File: src/rtl/anps_pkg.sv
// Constants for the partner next-page ability and expansion registers.
// Assumes a management front end that presents a 5-bit register address.
package anps_pkg;

  // ---------------------------------------------------------------
  // Register addresses
  // ---------------------------------------------------------------
  localparam logic [4:0]  PARTNER_ABILITY_ADDR   = 5'h05;
  localparam logic [4:0]  EXPANSION_ADDR         = 5'h06;

  // ---------------------------------------------------------------
  // Partner ability register, next-page view
  // ---------------------------------------------------------------
  localparam int          PA_MORE_PAGES_BIT      = 15;
  localparam int          PA_ACK_BIT             = 14;
  localparam int          PA_PAGE_TYPE_BIT       = 13;
  localparam int          PA_COMPLY_BIT          = 12;
  localparam int          PA_TOGGLE_BIT          = 11;
  localparam int          PA_CODE_MSB            = 10;
  localparam logic [10:0] PA_CODE_RESET          = 11'h000;
  localparam logic [15:0] PA_RESET               = 16'h0000;

  // ---------------------------------------------------------------
  // Expansion register
  // ---------------------------------------------------------------
  localparam int          EX_FAULT_BIT           = 4;
  localparam int          EX_PARTNER_PAGES_BIT   = 3;
  localparam int          EX_LOCAL_PAGES_BIT     = 2;
  localparam int          EX_PAGE_RX_BIT         = 1;
  localparam int          EX_PARTNER_AN_BIT      = 0;
  localparam logic        EX_LOCAL_PAGES_RESET   = 1'b1;
  localparam logic [15:0] EX_RESERVED_MASK       = 16'hFFE0;

endpackage : anps_pkg

File: src/rtl/page_word_hold.sv
// Holds the received next-page link code word for the partner register.
// Assumes a one-cycle load strobe from the arbitration logic.
`timescale 1ns/1ps
module page_word_hold (
  input  wire logic        mclk,
  input  wire logic        arst_n,
  input  wire logic        load,
  input  wire logic [15:0] word_in,
  output logic      [15:0] word_r
);

  always_ff @(posedge mclk or negedge arst_n) begin
    if (!arst_n) begin
      word_r <= anps_pkg::PA_RESET;
    end else if (load) begin
      word_r <= word_in;
    end
  end
endmodule // page_word_hold

File: src/rtl/page_rx_flag.sv
// Sticky page-received flag, cleared when software reads it.
// Assumes set and read strobes are single-cycle and synchronous.
`timescale 1ns/1ps
module page_rx_flag (
  input  wire logic mclk,
  input  wire logic arst_n,
  input  wire logic set_pulse,
  input  wire logic rd_clear,
  output logic      flag_r
);

  // A set in the same cycle as the clearing read wins, so no page is lost.
  always_ff @(posedge mclk or negedge arst_n) begin
    if (!arst_n) begin
      flag_r <= 1'b0;
    end else if (set_pulse) begin
      flag_r <= 1'b1;
    end else if (rd_clear) begin
      flag_r <= 1'b0;
    end
  end
endmodule // page_rx_flag

File: src/rtl/autoneg_partner_page_status.sv
// Partner next-page ability and negotiation expansion status registers.
// Assumes the negotiation logic supplies status levels and a page strobe
// in the mclk domain, and management reads arrive as a one-cycle strobe.
`timescale 1ns/1ps
module autoneg_partner_page_status (
  input  wire logic        mclk,
  input  wire logic        arst_n,
  // Management access.
  input  wire logic [4:0]  reg_addr,
  input  wire logic        reg_rd,
  input  wire logic        reg_wr,
  input  wire logic [15:0] reg_wdata,
  output logic      [15:0] reg_rdata_r,
  output logic             reg_hit,
  // Negotiation logic.
  input  wire logic        page_strobe,
  input  wire logic [15:0] page_word,
  input  wire logic        partner_ack,
  input  wire logic        parallel_detect_fault,
  input  wire logic        partner_pages_capable,
  input  wire logic        partner_negotiation_capable
);

  // ---------------------------------------------------------------
  // Received page and status
  // ---------------------------------------------------------------
  logic [15:0] page_word_r;
  logic        page_rx_r;
  logic        fault_r;
  logic        partner_pages_r;
  logic        partner_an_r;
  logic        ack_r;
  logic        rd_exp;
  logic        rd_pa;
  logic        wr_exp;
  logic [15:0] ability_view;
  logic [15:0] expansion_view;

  page_word_hold u_word (
    .mclk    (mclk),
    .arst_n  (arst_n),
    .load    (page_strobe),
    .word_in (page_word),
    .word_r  (page_word_r)
  );

  assign rd_exp = reg_rd && (reg_addr == anps_pkg::EXPANSION_ADDR);
  assign rd_pa  = reg_rd && (reg_addr == anps_pkg::PARTNER_ABILITY_ADDR);
  assign wr_exp = reg_wr && (reg_addr == anps_pkg::EXPANSION_ADDR);

  page_rx_flag u_flag (
    .mclk      (mclk),
    .arst_n    (arst_n),
    .set_pulse (page_strobe),
    .rd_clear  (rd_exp),
    .flag_r    (page_rx_r)
  );

  // Status levels are registered so a read never sees a mid-cycle change.
  // The cost is one cycle of lag between a level and what a read returns.
  always_ff @(posedge mclk or negedge arst_n) begin
    if (!arst_n) begin
      fault_r <= 1'b0;
    end else begin
      fault_r <= parallel_detect_fault;
    end
  end

  always_ff @(posedge mclk or negedge arst_n) begin
    if (!arst_n) begin
      partner_pages_r <= 1'b0;
    end else begin
      partner_pages_r <= partner_pages_capable;
    end
  end

  always_ff @(posedge mclk or negedge arst_n) begin
    if (!arst_n) begin
      partner_an_r <= 1'b0;
    end else begin
      partner_an_r <= partner_negotiation_capable;
    end
  end

  always_ff @(posedge mclk or negedge arst_n) begin
    if (!arst_n) begin
      ack_r <= 1'b0;
    end else begin
      ack_r <= partner_ack;
    end
  end

  // ---------------------------------------------------------------
  // Register views
  // ---------------------------------------------------------------
  always_comb begin
    ability_view = page_word_r;
    ability_view[anps_pkg::PA_ACK_BIT] = ack_r;
    expansion_view = 16'h0000;
    expansion_view[anps_pkg::EX_FAULT_BIT]         = fault_r;
    expansion_view[anps_pkg::EX_PARTNER_PAGES_BIT] = partner_pages_r;
    expansion_view[anps_pkg::EX_LOCAL_PAGES_BIT]   =
      anps_pkg::EX_LOCAL_PAGES_RESET;
    expansion_view[anps_pkg::EX_PAGE_RX_BIT]       = page_rx_r;
    expansion_view[anps_pkg::EX_PARTNER_AN_BIT]    = partner_an_r;
  end

  assign reg_hit = (reg_addr == anps_pkg::PARTNER_ABILITY_ADDR) ||
                   (reg_addr == anps_pkg::EXPANSION_ADDR);

  // ---------------------------------------------------------------
  // Read data
  // ---------------------------------------------------------------
  // Writes are accepted and dropped: every bit here is read-only.
  always_ff @(posedge mclk or negedge arst_n) begin
    if (!arst_n) begin
      reg_rdata_r <= 16'h0000;
    end else if (reg_rd) begin
      unique case (reg_addr)
        anps_pkg::PARTNER_ABILITY_ADDR: reg_rdata_r <= ability_view;
        anps_pkg::EXPANSION_ADDR:       reg_rdata_r <= expansion_view;
        default:                        reg_rdata_r <= 16'h0000;
      endcase
    end
  end

  // ---------------------------------------------------------------
  // Expansion register
  // ---------------------------------------------------------------
  // Reserved expansion bits read as zero, checked bit by bit.
  genvar b;
  generate
    for (b = anps_pkg::EX_FAULT_BIT + 1; b < 16; b = b + 1) begin : g_res

    end
  endgenerate
endmodule // autoneg_partner_page_status

File: config.mk
export PLATFORM = sky130hd
export DESIGN_NAME = autoneg_partner_page_status
export DESIGN_NICKNAME = d
export VERILOG_FILES = /design/src/rtl/anps_pkg.sv /design/src/rtl/page_word_hold.sv /design/src/rtl/page_rx_flag.sv /design/src/rtl/autoneg_partner_page_status.sv
export SDC_FILE = /design/constraint.sdc
export NUM_CORES = 1
export LEC_CHECK = 0
export ABC_CLOCK_PERIOD_IN_PS = 850
export BUFFER_PORTS_ARGS = -buffer_cell sky130_fd_sc_hd__buf_2
export CAP_MARGIN = 30
export CORE_ASPECT_RATIO = 0.9
export CORE_MARGIN = 2
export CORE_UTILIZATION = 43
export CTS_BUF_LIST = sky130_fd_sc_hd__clkbuf_4
export DETAILED_ROUTE_END_ITERATION = 10
export HOLD_SLACK_MARGIN = 0.02
export PLACE_DENSITY = 0.77
export SYNTH_ARGS = -nofsm -noshare
export SYNTH_HDL_FRONTEND = slang
export SYNTH_SLANG_ARGS = --single-unit
File: constraint.sdc
create_clock -name mclk -period 0.85 [get_ports mclk]
set_input_delay 0.0425 -clock mclk [delete_from_list [all_inputs] [get_ports mclk]]
set_output_delay 0.0425 -clock mclk [all_outputs]
set_load 0.05 [all_outputs]
=== Word-level counts from Yosys, hierarchy flattened ===
Index checks and enable logic that the tools add are counted.

* Input port bits: 46
* Register bits after elaboration: 37
* Output and inout port bits: 17
* Logic and storage cells: 15

* Muxes and demuxes: 3
* Reductions and logical operators: 3
* Eq/ne operators: 2

{| class="wikitable"
|+ Operators by type and width
! cell !! count
|-
| case mux 16 bit (2 select lines) || 1
|-
| equality test 5 x 3 -> 1 bit, second input constant || 2
|-
| 2-to-1 mux 1 bit || 2
|-
| nonzero test 2 bit || 1
|-
| logical AND 1 bit || 1
|-
| logical OR 1 bit || 1
|}

=== Logic depth before layout (Yosys ltp) ===
Gate-level depths: netlist of run 1.

* Depth in word-level cells: 4
* Gate-level depth with buffers: 4
* Depth with buffers taken out: 3

=== Hierarchy ===
From an unflattened synthesis of run 1, not the netlist that was laid out.

* Cells, all modules: 85
* Area, all modules: 1480.2 sq um

{| class="wikitable"
|+ By module, submodules not included
! module !! times used !! cells an instance !! area each (sq um)
|-
| autoneg_partner_page_status || 1 || 48 || 794.5
|-
| page_word_hold || 1 || 34 || 649.4
|-
| page_rx_flag || 1 || 3 || 36.3
|}

=== Worst setup path after synthesis of run 1 ===
Ideal clock, no wire load.

* Kind: input to output
* Start point: input reg_addr[1]
* End point: output reg_hit
* Data arrival time: 1.767 ns
* Required time: 0.808 ns
* Stages on the path: 2
* Slack: -0.959 ns
* Path buffers: 0
* Path through: xnor2_1 nor4b_1

* Longest elaborated chain between the ends: 2

{| class="wikitable"
|+ Ends and longest elaborated chain
! item !! line !! source
|-
| start: declaration || autoneg_partner_page_status.sv:9 || <nowiki>input wire logic [4:0] reg_addr,</nowiki>
|-
| equality test 5 x 3 -> 1 bit (on tied branches) || autoneg_partner_page_status.sv:108, autoneg_partner_page_status.sv:109 ||
|-
| logical OR 1 bit (*) || autoneg_partner_page_status.sv:108 || <nowiki>assign reg_hit = (reg_addr == anps_pkg::PARTNER_ABILITY_ADDR) ||</nowiki>
|-
| end: declaration || autoneg_partner_page_status.sv:14 || <nowiki>output logic reg_hit,</nowiki>
|}

Every way passes the cells marked *; elsewhere a longest branch is shown, timed or not.

=== Worst setup path after layout of run 1 ===
* Start point: register reg_rdata_r[9]
* End point: output reg_rdata_r[9]

{| class="wikitable"
|+ RTL lines
! item !! line !! source
|-
| start: declaration || autoneg_partner_page_status.sv:13 || <nowiki>output logic [15:0] reg_rdata_r,</nowiki>
|-
| start signal: assignment || autoneg_partner_page_status.sv:120 || <nowiki>anps_pkg::PARTNER_ABILITY_ADDR: reg_rdata_r <= ability_view;</nowiki>
|-
| start signal: assignment || autoneg_partner_page_status.sv:121 || <nowiki>anps_pkg::EXPANSION_ADDR: reg_rdata_r <= expansion_view;</nowiki>
|}

No word-level cell between the ends.

==> out/qor.csv, run 1 <==
stage,metric,value,unit
flow_run,Max-Cap Viols,0,
power_and_ir_drop,power per cell area,1570,nW/um^2
floorplanning,Initial Util,45.1,%
power_and_ir_drop,Psw,0.815,mW
power_and_ir_drop,power share of the clock group,33.5,%
power_and_ir_drop,total power,3.50,mW
route,Vias,1021,
placed_design,GP Congestion,0.732,
yosys,library cells used by synthesis,15,
finish,diode count,0,
floorplanning,core area,3040,sq um
yosys,number of synthesized flops with an enable pin,0,
power_and_ir_drop,Sequential Power Share,53.3,%
route,DRC errors left,0,
critical_path,critical-path cell with the highest stage delay,dfrtp_2,
cts,CTS tree,built,
finish,"non-filler cells, final",211,
power_and_ir_drop,Int Pwr,2.68,mW
sta,final hold violations,0,
finish,filler cell count,205,
sta,measured slew at the worst slew-check pin,0.247,ns
global_routing,global-route wire length before repair,5120,microns
critical_path,critical path endpoint category,output port,
cts,H-tree Lvls,2,
yosys,Synth Flop Type,dfrtp_1,
power_and_ir_drop,switching part of the total power,23.3,%
floorplanning,Die ar.,3660,sq um
yosys,"area leader, netlist",dfrtp_1,
power_and_ir_drop,Gate power share,13.2,%
sta,Setup Skew,0.00681,ns
placed_design,I/O Buffers,44,
global_routing,Congestion Overflow GR,0,
cts,Worst-path clk slew,0.11,ns
finish,design area,2230,sq um
route,Routed wire per std cell,14.2,microns
global_routing,number of global-route vias before repair,1091,
critical_path,CP Cell Sequence,buf_6,
critical_path,"Max FO, Critical Path",2,
sta,fin. max-slew vios,0,
yosys,synthesized area,1370,sq um
finish,area growth from synthesis to layout,62.6,%
cts,Max Root-Sink Buffers,2,
power_and_ir_drop,P_leak,1.05,nW
cts,Skew-Pair Late Insertion Delay,0.33,ns
critical_path,largest stage delay on the critical path,0.44,ns
route,Post-Route WL,3000,microns
route,Iteration-0 DRC Markers,24,
yosys,synthesized area per cell,16.5,sq um
finish,Total Nets Final,214,
yosys,Yosys Warn Count,0,
placed_design,dpl cells,175,
yosys,"FFs w/ async S/R, synth",100,%
sta,fmax,1030,MHz
critical_path,WP data required,0.81,ns
yosys,most frequent cell after synthesis,dfrtp_1,
hold_path,worst hold-check path type,input pin to register,
sta,max_slew headroom,83.4,%
yosys,Synth top area share,65.7,%
status,status,finished with violations,
sta,# setup viols final,24,
placed_design,placed inst area,1770,sq um
finish,layout cells sized above 1,55.6,%
route,vias per inst,4.84,
critical_path,Bufs and invs on worst path,1,
finish,Util after Layout,73.3,%
yosys,Synth top cells by count,"dfrtp_1 (36), mux2_1 (15), a22o_1 (11), a221o_1 (5), and2b_4 (4)",
route,Antenna Violating Nets Remaining,0,
cts,Num CTS Buffers,5,
floorplanning,num rows,19,
sta,final worst-path setup slack,-0.121,ns
yosys,Mapped Cells,83,
yosys,number of synthesized register bits,36,
power_and_ir_drop,maximum vdd drop,0.00165,V
sta,RSZ-0062 raised after global routing,true,
critical_path,CP startpoint kind,register,
yosys,largest cells by area after synthesis,"dfrtp_1 (66%), mux2_1 (12%), a22o_1 (7.0%)",
floorplanning,Die X-Extent,63.5,microns
route,drt first pass iters,4,
yosys,syn_nets,129,
yosys,post-synthesis sequential area ratio,65.7,%
floorplanning,Vert. Die Dim,57.6,microns
global_routing,initial antenna violation count,0,
floorplanning,# IOs,63,
critical_path,WP data arrival,0.93,ns
global_routing,GR Util All Layers,19.0,%
critical_path,CP top delay family,flip-flops,
critical_path,Worst Setup Path Type,register to output port,
sta,period utilisation layout,114,%
cts,clk sinks,36,
status,failing checks,setup timing,
cts,root buffer cell,clkbuf_4,
global_routing,largest net degree at the start of global routing,37,
sta,clock period minus worst slack,0.971,ns
what timing repair did:
item | 4_1_cts | 5_1_grt
hold buffers | 20 | 0
setup endpoints to repair | 21 | 29
pin swaps | 3 | 2
hold endpoints to repair | 55 | 0
cloned | 0 | 0
resized for setup | 33 | 5
setup buffers | 7 | 1
registers in the layout, summed over array words and instances (netlist names):
register	flops
u_word.word_r	15
ack_r	1
partner_an_r	1
reg_rdata_r	16
partner_pages_r	1
fault_r	1
u_flag.flag_r	1
kinds of logic after synthesis:
| family | synth area share [%] |
|---|---|
| AND/OR/NAND/NOR | 7.85 |
| multiplexers | 12.3 |
| AO/OA/AOI/OAI | 11.2 |
| flip-flops | 65.7 |
| XOR/XNOR | 0.639 |
| buffers and inverters | 2.28 |
metrics by stage:
step | TNS (ns) | setup WS [ns] | hold slack, ns
finish | -2.25 | -0.121 | 0.106
CTS | -2.38 | -0.133 | 0.0912
global placement | -1.93 | -0.131 | 0.00999
floorplan | -1.55 | -0.208 | -0.253
global route | -3.11 | -0.156 | 0.109
detailed placement | -2.61 | -0.181 | 0.0147
final timing paths:
check | startpoint | to | slack (ns) | cells after the start
worst min-delay path | page_strobe | u_flag.flag_r | 0.11 | 3
worst max-delay path | reg_rdata_r[9] | reg_rdata_r[9] | -0.12 | 1
min in group asynchronous | arst_n | u_word.word_r[2] | 0.18 | 3
worst max register to register | reg_rdata_r[4] | reg_rdata_r[4] | -0.12 | 2
worst min register to register | partner_an_r | reg_rdata_r[0] | 0.49 | 1
max in group asynchronous | arst_n | reg_rdata_r[2] | 0.48 | 3
cell type report:
cell class	instances	area (sq um)	share of cell area, %
clock buffer	5	37.5	1.68
clock inverter	3	42.5	1.91
inverter	2	7.51	0.337
multi-input combinational	41	454	20.4
sequential	36	921	41.3
tap	42	52.6	2.36
timing repair buffer	82	714	32.0
routing by layer:
metal,GRT usage (%),wire length [microns]
met1,22.9,1290
met3,5.52,127
met2,32.9,1550
met5,0,0
met4,6.52,38
power by group through the flow:
stage	logic, mW	clock network (mW)	registers (mW)
global route	0.499	1.27	1.88
finish	0.460	1.17	1.86
detailed placement	0.362	0	1.89
global placement	0.349	0	1.88
floorplan	0.131	0	1.93
CTS	0.457	1.19	1.86
placed cells by master (no fill, tap or decap):
| cell | synthesis | layout |
|---|---|---|
| buf_6 | 1 | 21 |
| buf_12 | 0 | 3 |
| nor3b_2 | 1 | 1 |
| clkinvlp_4 | 0 | 1 |
| dfrtp_1 | 36 | 20 |
| clkinv_2 | 0 | 1 |
| bufinv_16 | 0 | 1 |
| mux2_1 | 15 | 15 |
| dfrtp_2 | 0 | 16 |
| a22o_1 | 11 | 11 |
| buf_2 | 1 | 27 |
| nand4bb_4 | 1 | 1 |
| clkbuf_4 | 0 | 5 |
| nor3b_4 | 1 | 1 |
| a221o_1 | 5 | 5 |
| o21bai_1 | 1 | 1 |
| and2b_4 | 4 | 4 |
| buf_4 | 0 | 11 |
| xnor2_1 | 1 | 1 |
| dlygate4sd3_1 | 0 | 20 |
| inv_1 | 2 | 2 |
| nor4b_4 | 0 | 1 |
(Power assumes the default switching activity.)
==> inputs of run 2 (changes only) <==
BUFFER_PORTS_ARGS = -buffer_cell sky130_fd_sc_hd__buf_4   (was -buffer_cell sky130_fd_sc_hd__buf_2)
CORE_ASPECT_RATIO = 1.1   (was 0.9)
MAX_ROUTING_LAYER = met4   (was not set)
==> out/qor.csv, run 2 (synthesis results as in run 1) <==
stage,metric,value,unit,change
status,status,finished with violations,,unchanged
status,failing checks,setup timing,,unchanged
sta,measured slew at the worst slew-check pin,0.433,ns,was 0.247 ns
critical_path,Worst Setup Path Type,register to output port,,unchanged
placed_design,DP HPWL,1960,microns,
power_and_ir_drop,maximum vdd drop,0.00138,V,was 0.00165 V
power_and_ir_drop,total power,3.22,mW,was 3.50 mW
finish,most frequent cells in the layout,"buf_4 (34), dfrtp_1 (20), dlygate4sd3_1 (20)",,"was buf_2 (27), buf_6 (21), dfrtp_1 (20), dlygate4sd3_1 (20), dfrtp_2 (16)"
sta,period utilisation layout,113,%,was 114%
route,DRC errors left,0,,unchanged
finish,area growth from synthesis to layout,59.8,%,was 62.6%
critical_path,CP Cell Sequence,buf_6,,unchanged
sta,fmax,1040,MHz,was 1030 MHz
floorplanning,Die X-Extent,57.8,microns,was 63.5 microns
cts,Max Root-Sink Buffers,2,,unchanged
critical_path,largest stage delay on the critical path,0.44,ns,about the same
floorplanning,Die ar.,3660,sq um,about the same
cts,Num CTS Buffers,5,,unchanged
hold_path,worst hold-check path type,input pin to register,,unchanged
route,Antenna Violating Nets Remaining,0,,unchanged
global_routing,grt peak-use layer,met2,,unchanged
critical_path,"Max FO, Critical Path",2,,unchanged
finish,"most common cell after layout, fill and taps aside",buf_4,,was buf_2
route,Vias,997,,was 1021
route,drt first pass iters,4,,unchanged
cts,Worst-path clk slew,0.10,ns,was 0.11 ns
floorplanning,Initial Util,45.0,%,was 45.1%
finish,design area,2190,sq um,was 2230 sq um
finish,Util after Layout,71.9,%,was 73.3%
critical_path,CP startpoint kind,register,,unchanged
finish,top flop regs,"reg_rdata_r x16, u_word.word_r x15",,unchanged
sta,final hold violations,0,,unchanged
cts,CTS tree,built,,unchanged
global_routing,GR Util All Layers,20.2,%,was 19.0%
route,Post-Route WL,3100,microns,was 3000 microns
global_routing,initial antenna violation count,0,,unchanged
critical_path,Bufs and invs on worst path,1,,unchanged
cts,root buffer cell,clkbuf_4,,unchanged
placed_design,placed inst area,1830,sq um,was 1770 sq um
sta,fin. max-slew vios,0,,unchanged
floorplanning,core area,3050,sq um,was 3040 sq um
sta,RSZ-0062 raised after global routing,true,,unchanged
finish,largest register by flop count,reg_rdata_r,,unchanged
sta,Fin Setup TNS,-2.03,ns,was -2.25 ns
cts,clk sinks,36,,unchanged
route,Routed wire per std cell,15.8,microns,was 14.2 microns
critical_path,critical-path cell with the highest stage delay,dfrtp_2,,unchanged
global_routing,Congestion Overflow GR,0,,unchanged
placed_design,Setup WS pre-CTS,-0.210,ns,was -0.181 ns
floorplanning,# IOs,63,,unchanged
finish,diode count,0,,unchanged
global_routing,met3 GRT Util,7.39,%,was 5.52%
critical_path,WP data required,0.81,ns,about the same
power_and_ir_drop,P_leak,1.02,nW,was 1.05 nW
global_routing,M1 GR Usage,23.6,%,was 22.9%
critical_path,critical path endpoint category,output port,,unchanged
global_routing,global-route wire length before repair,5270,microns,was 5120 microns
sta,Setup Skew,0.00596,ns,was 0.00681 ns
global_routing,M2 GR Usage,33.0,%,was 32.9%
global_routing,number of global-route vias before repair,1140,,was 1091
finish,Total Nets Final,207,,was 214
global_routing,largest net degree at the start of global routing,37,,unchanged
sta,max_slew headroom,71.1,%,was 83.4%
floorplanning,Vert. Die Dim,63.2,microns,was 57.6 microns
cts,Skew-Pair Late Insertion Delay,0.33,ns,about the same
finish,max reg flops,16,,unchanged
floorplanning,num rows,21,,was 19
placed_design,GP Congestion,0.714,,was 0.732
route,Iteration-0 DRC Markers,18,,was 24
sta,final worst-path setup slack,-0.115,ns,was -0.121 ns
sta,# setup viols final,22,,was 24
route,vias per inst,5.09,,was 4.84
power_and_ir_drop,power per cell area,1470,nW/um^2,was 1570 nW/um^2
critical_path,CP top delay family,flip-flops,,unchanged
sta,clock period minus worst slack,0.965,ns,was 0.971 ns
cts,H-tree Lvls,2,,unchanged
flow_run,Max-Cap Viols,0,,unchanged
finish,layout cells sized above 1,53.1,%,was 55.6%
critical_path,WP data arrival,0.92,ns,was 0.93 ns
placed_design,I/O Buffers,44,,unchanged
-- run 2: through the flow --
step	hold WS [ns]	cells
floorplan	-0.253	83
global placement	0.00955	164
detailed placement	0.0208	164
CTS	0.0982	195
global route	0.0997	196
finish	0.114	196
-- run 2: repair_timing --
| item | in CTS | in global routing |
|---|---|---|
| gates resized for setup | 16 | 3 |
| buffers inserted | 3 | 1 |
| hold buffers | 20 | 0 |
| setup endpoints to repair | 20 | 24 |
| endpoints found under the hold margin | 55 | 0 |
| pin swaps | 2 | 1 |
-- run 2: layout make-up --
class                      count  area [sq um]
inverter                       2          7.51
fill                         217           857
tap                           34          42.5
clock buffer                   7          52.6
timing repair buffer          75           709
multi-input combinational     41           454
sequential                    36           921
clock inverter                 1          3.75
-- run 2: per-layer routing --
layer	share of wire (%)	up-vias
met5	0	-
met4	1.5	0
met3	6.4	5
met2	51	45
met1	41	488
li1	-	459
-- run 2: report_power, final --
part           internal, mW  total [mW]  switching [mW]
clock                 0.382       0.882           0.501
combinational         0.273       0.473           0.200
sequential             1.81        1.86          0.0517
-- run 2: path summary, 6_finish.rpt --
kind | slack, ns | to | from | cells past startpoint
max | -0.11 | reg_rdata_r[12] | reg_rdata_r[12] | 1
min | 0.11 | u_flag.flag_r | page_strobe | 2
max reg2reg | -0.11 | reg_rdata_r[1] | reg_rdata_r[1] | 2
min reg2reg | 0.47 | reg_rdata_r[14] | ack_r | 1
max in group asynchronous | 0.32 | reg_rdata_r[8] | arst_n | 2
min in group asynchronous | 0.19 | reg_rdata_r[1] | arst_n | 2
